$ cat src/rtl/irq_status_mask_defines.svh
// Register offsets, field positions and reset values of the converter status and mask block
`ifndef IRQ_STATUS_MASK_DEFINES_SVH
`define IRQ_STATUS_MASK_DEFINES_SVH
`define PHASE23_LIMIT_STATUS_ADDR 8'h1d
`define GLOBAL_IRQ_MASK_ADDR 8'h1e
`define PHASE01_IRQ_MASK_ADDR 8'h1f
`define THERMAL_FLAG_ADDR 8'h18
`define PHASE01_FLAG_ADDR 8'h19
`define PHASE23_FLAG_ADDR 8'h1a
`define THERMAL_STATUS_ADDR 8'h1b
`define PHASE3_LIMIT_BIT 4
`define PHASE2_LIMIT_BIT 0
`define THERMAL_WARNING_BIT 2
`define RESET_REG_BIT 1
`define LOAD_READY_BIT 0
`define PHASE1_LIMIT_BIT 4
`define PHASE0_POWER_GOOD_BIT 2
`define PHASE0_LIMIT_BIT 0
`define PHASE23_STATUS_VALID 8'h11
`define GLOBAL_MASK_VALID 8'h07
`define PHASE01_MASK_VALID 8'h15
`define THERMAL_STATUS_VALID 8'h04
`define PHASE23_FLAG_VALID 8'h11
`define GLOBAL_MASK_RESET 8'h02
`define PHASE01_MASK_RESET 8'h10
`define FLAG_RESET 8'h00
`endif

$ cat src/rtl/irq_status_mask_pkg.sv
// Types shared by the converter status and mask block
package irq_status_mask_pkg;
  typedef logic [7:0] reg_byte_t;
endpackage

$ cat src/rtl/converter_irq_status_mask.sv
// Status, latched flags and interrupt masks of the four-phase converter
//
// Summary of operation
// RL1 - Bit 4 of the phase 2/3 status register shows phase 3 live current limit.
// RL2 - Bit 0 of the phase 2/3 status register shows phase 2 live current limit.
// RL3 - The phase 2/3 status register is read-only and its reserved bits read zero.
// RL4 - Global mask bit 2, reset 0, gates the thermal-warning interrupt when set.
// RL5 - Masks gate only the interrupt and never change a live status reading.
// RL6 - Global mask bit 1, reset 1, gates the register-reset interrupt when set.
// RL7 - Global mask bit 0, reset 0, gates the load-ready interrupt; bits 7:3 read zero.
// RL8 - Phase 0/1 mask bit 4, reset 1, gates the phase 1 current-limit interrupt.
// RL9 - Phase 0/1 mask bit 2, reset 0, gates the phase 0 power-good interrupt.
// RL10 - Phase 0/1 mask bit 0, reset 0, gates the phase 0 current-limit interrupt.
// RL11 - Each event flag stays set until the host writes one to its bit.
// RL12 - A read-only bit shows live thermal-warning state.
// RL13 - The interrupt output is high while any unmasked flag is set.
// RL14 - Writes to reserved bits are ignored and they read their reset value.
`timescale 1ns/1ps
`default_nettype none
`include "irq_status_mask_defines.svh"
module converter_irq_status_mask
(
  input wire logic ref_clk,
  input wire logic rst_n,
  input wire logic [7:0] reg_addr,
  input wire logic [7:0] reg_wdata,
  input wire logic reg_write,
  input wire logic reg_read,
  output logic [7:0] reg_rdata,
  input wire logic phase3_limit_live,
  input wire logic phase2_limit_live,
  input wire logic thermal_warning_live,
  input wire logic thermal_warning_event,
  input wire logic reset_reg_event,
  input wire logic load_ready_event,
  input wire logic phase1_limit_event,
  input wire logic phase0_power_good_event,
  input wire logic phase0_limit_event,
  input wire logic phase3_limit_event,
  input wire logic phase2_limit_event,
  output logic irq_req
);
  irq_status_mask_pkg::reg_byte_t global_irq_mask;
  irq_status_mask_pkg::reg_byte_t phase01_irq_mask;
  irq_status_mask_pkg::reg_byte_t read_mux;
  logic [7:0] flag;

  wire sel_global = reg_addr == `GLOBAL_IRQ_MASK_ADDR;
  wire sel_phase01 = reg_addr == `PHASE01_IRQ_MASK_ADDR;
  wire sel_tflag = reg_addr == `THERMAL_FLAG_ADDR;
  wire sel_p01flag = reg_addr == `PHASE01_FLAG_ADDR;
  wire sel_p23flag = reg_addr == `PHASE23_FLAG_ADDR;
  wire wr_global = reg_write & sel_global;
  wire wr_phase01 = reg_write & sel_phase01;

  // Status bits come straight from the pins, so a mask can never alter them
  wire [7:0] phase23_status = {3'h0, phase3_limit_live, 3'h0, phase2_limit_live}; // see RL1
  wire [7:0] phase23_status_ro = phase23_status & `PHASE23_STATUS_VALID; // see RL2 see RL3 see RL5
  wire [7:0] thermal_status = {5'h00, thermal_warning_live, 2'h0}; // see RL12

  // Clears decode per flag register; writing zero leaves a flag alone
  wire wr_tflag = reg_write & sel_tflag;
  wire wr_p01flag = reg_write & sel_p01flag;
  wire wr_p23flag = reg_write & sel_p23flag;
  wire clear_thermal_warning = wr_tflag & reg_wdata[`THERMAL_WARNING_BIT]; // see RL11
  wire clear_reset_reg = wr_tflag & reg_wdata[`RESET_REG_BIT];
  wire clear_load_ready = wr_tflag & reg_wdata[`LOAD_READY_BIT];
  wire clear_phase1_limit = wr_p01flag & reg_wdata[`PHASE1_LIMIT_BIT];
  wire clear_phase0_power_good = wr_p01flag & reg_wdata[`PHASE0_POWER_GOOD_BIT];
  wire clear_phase0_limit = wr_p01flag & reg_wdata[`PHASE0_LIMIT_BIT];
  wire clear_phase3_limit = wr_p23flag & reg_wdata[`PHASE3_LIMIT_BIT];
  wire clear_phase2_limit = wr_p23flag & reg_wdata[`PHASE2_LIMIT_BIT];

  // Flag order: thermal, reset, load, ph1, ph0 pg, ph0 lim, ph3, ph2
  wire [7:0] flag_event =
  {
    thermal_warning_event,
    reset_reg_event,
    load_ready_event,
    phase1_limit_event,
    phase0_power_good_event,
    phase0_limit_event,
    phase3_limit_event,
    phase2_limit_event
  };
  wire [7:0] flag_clear = // see RL11
  {
    clear_thermal_warning,
    clear_reset_reg,
    clear_load_ready,
    clear_phase1_limit,
    clear_phase0_power_good,
    clear_phase0_limit,
    clear_phase3_limit,
    clear_phase2_limit
  };

  genvar i;
  generate
    for (i = 0; i < 8; i = i + 1)
    begin : g_flag
      sticky_flag u_flag
      (
        .ref_clk(ref_clk),
        .rst_n(rst_n),
        .event_in(flag_event[i]),
        .clear_in(flag_clear[i]),
        .flag(flag[i])
      );
    end
  endgenerate

  // Named views of the latched flags
  wire thermal_warning_flag = flag[7];
  wire reset_reg_flag = flag[6];
  wire load_ready_flag = flag[5];
  wire phase1_limit_flag = flag[4];
  wire phase0_power_good_flag = flag[3];
  wire phase0_limit_flag = flag[2];
  wire phase3_limit_flag = flag[1];
  wire phase2_limit_flag = flag[0];

  wire thermal_warning_irq_gate = global_irq_mask[`THERMAL_WARNING_BIT]; // see RL4
  wire reset_reg_irq_gate = global_irq_mask[`RESET_REG_BIT]; // see RL6
  wire load_ready_irq_gate = global_irq_mask[`LOAD_READY_BIT]; // see RL7
  wire phase1_limit_irq_gate = phase01_irq_mask[`PHASE1_LIMIT_BIT]; // see RL8
  wire phase0_power_good_irq_gate = phase01_irq_mask[`PHASE0_POWER_GOOD_BIT]; // see RL9
  wire phase0_limit_irq_gate = phase01_irq_mask[`PHASE0_LIMIT_BIT]; // see RL10

  // Phase 2/3 masks are not held here, so those flags always request
  wire thermal_warning_pending = thermal_warning_flag & ~thermal_warning_irq_gate;
  wire reset_reg_pending = reset_reg_flag & ~reset_reg_irq_gate;
  wire load_ready_pending = load_ready_flag & ~load_ready_irq_gate;
  wire phase1_limit_pending = phase1_limit_flag & ~phase1_limit_irq_gate;
  wire phase0_power_good_pending = phase0_power_good_flag & ~phase0_power_good_irq_gate;
  wire phase0_limit_pending = phase0_limit_flag & ~phase0_limit_irq_gate;
  wire phase3_limit_pending = phase3_limit_flag;
  wire phase2_limit_pending = phase2_limit_flag;
  wire next_irq_req = thermal_warning_pending // see RL13
    | reset_reg_pending
    | load_ready_pending
    | phase1_limit_pending
    | phase0_power_good_pending
    | phase0_limit_pending
    | phase3_limit_pending
    | phase2_limit_pending;

  wire [7:0] tflag_view =
  {
    5'h00,
    thermal_warning_flag,
    reset_reg_flag,
    load_ready_flag
  };
  wire [7:0] p01flag_view =
  {
    3'h0,
    phase1_limit_flag,
    1'h0,
    phase0_power_good_flag,
    1'h0,
    phase0_limit_flag
  };
  wire [7:0] p23flag_view =
  {
    3'h0,
    phase3_limit_flag,
    3'h0,
    phase2_limit_flag
  };

  always_comb
  begin
    case (reg_addr)
      `PHASE23_LIMIT_STATUS_ADDR: read_mux = phase23_status_ro;
      `GLOBAL_IRQ_MASK_ADDR: read_mux = global_irq_mask;
      `PHASE01_IRQ_MASK_ADDR: read_mux = phase01_irq_mask;
      `THERMAL_STATUS_ADDR: read_mux = thermal_status;
      `THERMAL_FLAG_ADDR: read_mux = tflag_view;
      `PHASE01_FLAG_ADDR: read_mux = p01flag_view;
      `PHASE23_FLAG_ADDR: read_mux = p23flag_view;
      default: read_mux = 8'h00;
    endcase
  end

  // Reserved positions are masked on write, so they keep reading zero
  wire [7:0] next_global_irq_mask = reg_wdata & `GLOBAL_MASK_VALID; // see RL14
  wire [7:0] next_phase01_irq_mask = reg_wdata & `PHASE01_MASK_VALID; // see RL14

  always_ff @(posedge ref_clk or negedge rst_n)
  begin
    if (!rst_n)
      global_irq_mask <= `GLOBAL_MASK_RESET;
    else if (wr_global)
      global_irq_mask <= next_global_irq_mask;
  end

  always_ff @(posedge ref_clk or negedge rst_n)
  begin
    if (!rst_n)
      phase01_irq_mask <= `PHASE01_MASK_RESET;
    else if (wr_phase01)
      phase01_irq_mask <= next_phase01_irq_mask;
  end

  // Read data is registered; it lags the address by one cycle and holds between reads
  always_ff @(posedge ref_clk or negedge rst_n)
  begin
    if (!rst_n)
      reg_rdata <= 8'h00;
    else if (reg_read)
      reg_rdata <= read_mux;
  end

  // Registering the request keeps the pin free of decode glitches
  always_ff @(posedge ref_clk or negedge rst_n)
  begin
    if (!rst_n)
      irq_req <= 1'h0;
    else
      irq_req <= next_irq_req;
  end
endmodule // converter_irq_status_mask
`default_nettype wire

$ cat src/rtl/sticky_flag.sv
// One latched event flag with write-one-to-clear, where a new event beats the clear
`timescale 1ns/1ps
`default_nettype none
module sticky_flag
(
  input wire logic ref_clk,
  input wire logic rst_n,
  input wire logic event_in,
  input wire logic clear_in,
  output logic flag
);
  wire next_flag = event_in | (flag & ~clear_in); // see RL11
  always_ff @(posedge ref_clk or negedge rst_n)
  begin
    if (!rst_n)
      flag <= 1'h0;
    else
      flag <= next_flag;
  end
endmodule // sticky_flag
`default_nettype wire

$ cat config.mk
export PLATFORM = sky130hd
export DESIGN_NAME = converter_irq_status_mask
export DESIGN_NICKNAME = d
export VERILOG_FILES = /design/src/rtl/irq_status_mask_pkg.sv /design/src/rtl/converter_irq_status_mask.sv /design/src/rtl/sticky_flag.sv
export VERILOG_INCLUDE_DIRS = /design/src /design/src/rtl
export SDC_FILE = /design/constraint.sdc
export NUM_CORES = 1
export LEC_CHECK = 0
export BUFFER_PORTS_ARGS = -buffer_cell sky130_fd_sc_hd__buf_4
export CORE_MARGIN = 3
export CORE_UTILIZATION = 35
export CTS_CLUSTER_SIZE = 25
export DETAILED_ROUTE_END_ITERATION = 10
export SLEW_MARGIN = 20
export SYNTH_ARGS = -nofsm -noshare
export SYNTH_HDL_FRONTEND = slang
export SYNTH_SLANG_ARGS = --single-unit
$ cat constraint.sdc
create_clock -name ref_clk -period 1.4 [get_ports ref_clk]
set_input_delay 0.14 -clock ref_clk [delete_from_list [all_inputs] [get_ports ref_clk]]
set_output_delay 0.14 -clock ref_clk [all_outputs]
set_load 0.1 [all_outputs]
Yosys cells after proc, flatten, opt, wreduce, memory -nomap -nowiden

Cells that the tools add are included.
W data, S select, Z words.

Equal/unequal tests: 7
Multiplexer cells: 1
Bitwise logic cells: 56

Operators by type and width:

| operator             | count |
|---|---|
| $eq A8 B5 Y1 const B | 7 |
| $pmux W5 S7          | 1 |
| $and A1 B1 Y1        | 27 |
| $or A1 B1 Y1         | 15 |
| $not A1 Y1           | 14 |

Register bits after elaboration: 23
Input port bits: 31
Output and inout bits: 9
Word-level logic and storage cells: 76

Longest topological paths before layout

Depth in word-level cells: 9
Mapped depth: 5
Depth with buffers taken out: 3

Hierarchy

A second synthesis with hierarchy kept.

Cells, all modules: 109
Area, all modules: 1092.3 um2

Modules (own cells, without submodules):

| module                    | times used | cells an instance | area each (um2) | seq. area each (um2) |
|---|---|---|---|---|
| converter_irq_status_mask | 1          | 85                | 802.0           | 277.8 |
| sticky_flag               | 8          | 3                 | 36.3            | 25.0 |

Worst setup path before layout

No wires, ideal clock.

Path type: reg2reg
Start point: register, netlist name reg_rdata[0]
End point: register reg_rdata[0]
Setup time: 88 ps
Arrival time: 1372 ps
Path slack: -61 ps
Stages on the path, launching flop included: 4
Path buffers: 0
Period minus slack after synthesis: 1461 ps
Cell sequence: dfrtp_1 -> nor2b_1 -> a31oi_1 -> a41oi_1

RTL lines:

| item                 | RTL line                         | RTL |
|---|---|---|
| to (signal assigned) | converter_irq_status_mask.sv:212 | `reg_rdata <= read_mux;` |
| to (decl)            | converter_irq_status_mask.sv:29  | `output logic [7:0] reg_rdata,` |

Final worst setup path

Start point: register phase01_irq_mask[4]
End point: register reg_rdata[4]

Cells in the longest elaborated chain, start to end: 1

Ends and longest elaborated chain:

| item                   | RTL line                         | RTL |
|---|---|---|
| from (decl)            | converter_irq_status_mask.sv:44  | `irq_status_mask_pkg::reg_byte_t phase01_irq_mask;` |
| from (signal assigned) | converter_irq_status_mask.sv:201 | `` phase01_irq_mask <= `PHASE01_MASK_RESET; `` |
| from (signal assigned) | converter_irq_status_mask.sv:203 | `phase01_irq_mask <= next_phase01_irq_mask;` |
| $pmux W5 S7            | converter_irq_status_mask.sv:174 | `case (reg_addr)` |

No other way between the ends.
A chain may end at the register's enable or synchronous reset.

==> flow_summary.toml <==
[final_layout]
nets = 178
nFillCells = 338
drive_above_1_share_pct = 39.0
multi_input_area_um2 = 587
seqCellArea_um2 = 480
area_delta_synth_final_pct = 27.9
diodes = 0
finalInstanceArea_mm2 = 0.00148

[detailed_routing]
drt_wl_total_mm = 2.61
final_antenna_net_count = 0
vias = 953
detail_route.first_pass.iterations = 4
via_per_inst = 5.02
drtIter0Drc = 19
wl_per_cell_um = 13.7
drc = 0

[timing]
finalSetupTns_ns = 0
fin_hold_ws_ns = 0.0560
slew_violations = 0
hold_viol_final = 0
fin_ws_ns = 0.301
rsz0062_at_grt = "false"
finalSetupViolCount = 0
clock_skew_ns = 0.00510
fmaxAchievable_mhz = 910
fin_crit_ns = 1.10
fin_crit_sh_pct = 78.5

[clock_tree]
cts_buffers = 3
clockBufferDepth = 2
clk_latency_ns = 0.29
cts_num_sinks = 19
clkTransAtPathRegs_ns = 0.10
holdBufCountCts = 1
cts_resized = 0
cts_tree = "yes"
cts-root-buf = "clkbuf_4"
htree_levels = 1
cts_setup_buffers = 0

[floorplan]
boundaryPins = 40
dieArea_mm2 = 0.00403
die-width_um = 63.5
start_util_pct = 37.3
row_count = 20
die_y_um = 63.5
core_area_mm2 = 0.00310

[critical_path]
worstReg2RegStart = "phase01_irq_mask[4]"
cp.arrival_ns = 1.30
criticalPathCategory = "register to register"
critPathCaptureType = "register"
cp-startpoint = "phase01_irq_mask[4]"
start_kind = "register"
crit_required_ns = 1.60
reg2regPathDepth = 3
cp_max_fo = 3

[logic_synthesis]
synth_ff_type = "dfrtp_1"
syn_area_per_cell_um2 = 10.4
netlist_instances = 111
ys_warn_count = 0
async_flop_share_pct = 100
synth-edff-count = 0
ys_seq_area_share_pct = 41.3
yosysUniqueCellTypes = 36
synth-seq-cells = 19
synthesis.area_mm2 = 0.00116

[placement]
place.gp.congestion = 0.844
io_buffers = 31
pre_cts_ws_ns = 0.0568
place_area_mm2 = 0.00144
dpl.hpwl_mm = 2.14

[global_routing]
track_usage_pct = 14.0
grt_pass1_vias = 960
antenna_found_initial = 0
grt_max_degree = 20
grt_remaining_overflow = 0
grt_pass1_wl_mm = 4.53

[min_path]
min-delay-start = "reg_wdata[4]"
hp-class = "input port to register"
whs_path_depth = 2

[status]
status = "finished clean"

[job]
maxCapViolations = 0

[pwr]
cellLeakagePower_nw = 0.614
pwr_density_cell_mw_per_mm2 = 735
vdd_ir_drop_max_mv = 0.519
## flip-flops by register name, indices dropped and copies added, names as in the netlist
name	cells
irq_req	1
global_irq_mask	3
reg_rdata	4
phase01_irq_mask	3
g_flag.u_flag.flag	8
## cells by family (layout without fill, tap and decap cells)
group | Yosys count | in the layout | synth area share [%]
simple gates | 39 | 39 | 26.4
compound gates | 23 | 23 | 15.5
buf+inv | 21 | 53 | 8.87
flops | 19 | 19 | 41.3
mux | 8 | 8 | 7.58
other cells | 1 | 4 | 0.324
## critical path: stages (launching register included)
cell and delay (ns):
dfstp_2 0.55, nand3_1 0.09, o2111a_1 0.15, a211oi_1 0.21
## cell usage in the layout, fill, tap and decap left out, drive strengths merged, types with 2 or more instances in the layout
master	count
buf	37
dfrtp	17
inv	11
nor2	9
a41oi	7
nor2b	6
mux2	6
nor4b	5
a31oi	4
a21oi	4
conb	4
nor4	4
nand2b	3
nand4	3
clkbuf	3
nor3	2
mux2i	2
nand3	2
dfstp	2
## cell usage after synthesis (all sizes together), types with 3 or more instances
cell	count	area share, %
dfrtp	17	37
inv	11	3.6
buf	9	5.0
nor2	9	2.9
a41oi	7	5.3
mux2	6	5.8
nor2b	6	3.2
nor4b	5	5.1
a21oi	4	1.7
a31oi	4	2.2
nor4	4	5.3
nand2b	3	1.6
nand4	3	1.6
## routing by layer
layer	share of wire [%]	global-route usage, %	vias up
met2	48	23.2	20
met3	4.7	4.46	2
li1	-	-	478
met5	0	0	-
met1	46	18.5	453
met4	0.54	1.62	0
## power breakdown
group | switching (W) | internal, W
Sequential | 0.00000748 | 0.000562
Clock | 0.000157 | 0.000106
Combinational | 0.000158 | 0.0000957
## area by class of cell
type	count	share of cell area, %
Clock buffer	3	1.52
Clock inverter	1	0.338
Inverter	11	2.79
Multi-Input combinational cell	74	39.7
Sequential cell	19	32.5
Tap cell	44	3.72
Timing Repair Buffer	38	19.5
## per-stage QoR
| step | cells | total power (W) | utilization, % |
|---|---|---|---|
| 2_1_floorplan | 114 | 0.000731 | - |
| 3_3_place_gp | 185 | 0.000831 | 46.5 |
| 3_5_place_dp | 185 | 0.000834 | 46.5 |
| 4_1_cts | 190 | 0.00110 | 47.7 |
| 5_1_grt | 190 | 0.00115 | 47.7 |
| 6_report | 190 | 0.00109 | 47.7 |
## path summary, 6_finish.rpt
kind                                              end  slack [ns]
worst max register to register           reg_rdata[4]        0.30
worst min-delay path            g_flag[4].u_flag.flag        0.06
max in group asynchronous          global_irq_mask[1]        0.90
worst min register to register    phase01_irq_mask[2]        0.52
worst max-delay path                     reg_rdata[4]        0.30
min in group asynchronous       g_flag[4].u_flag.flag        0.24
Note: power is estimated with default switching activity, not from simulation.
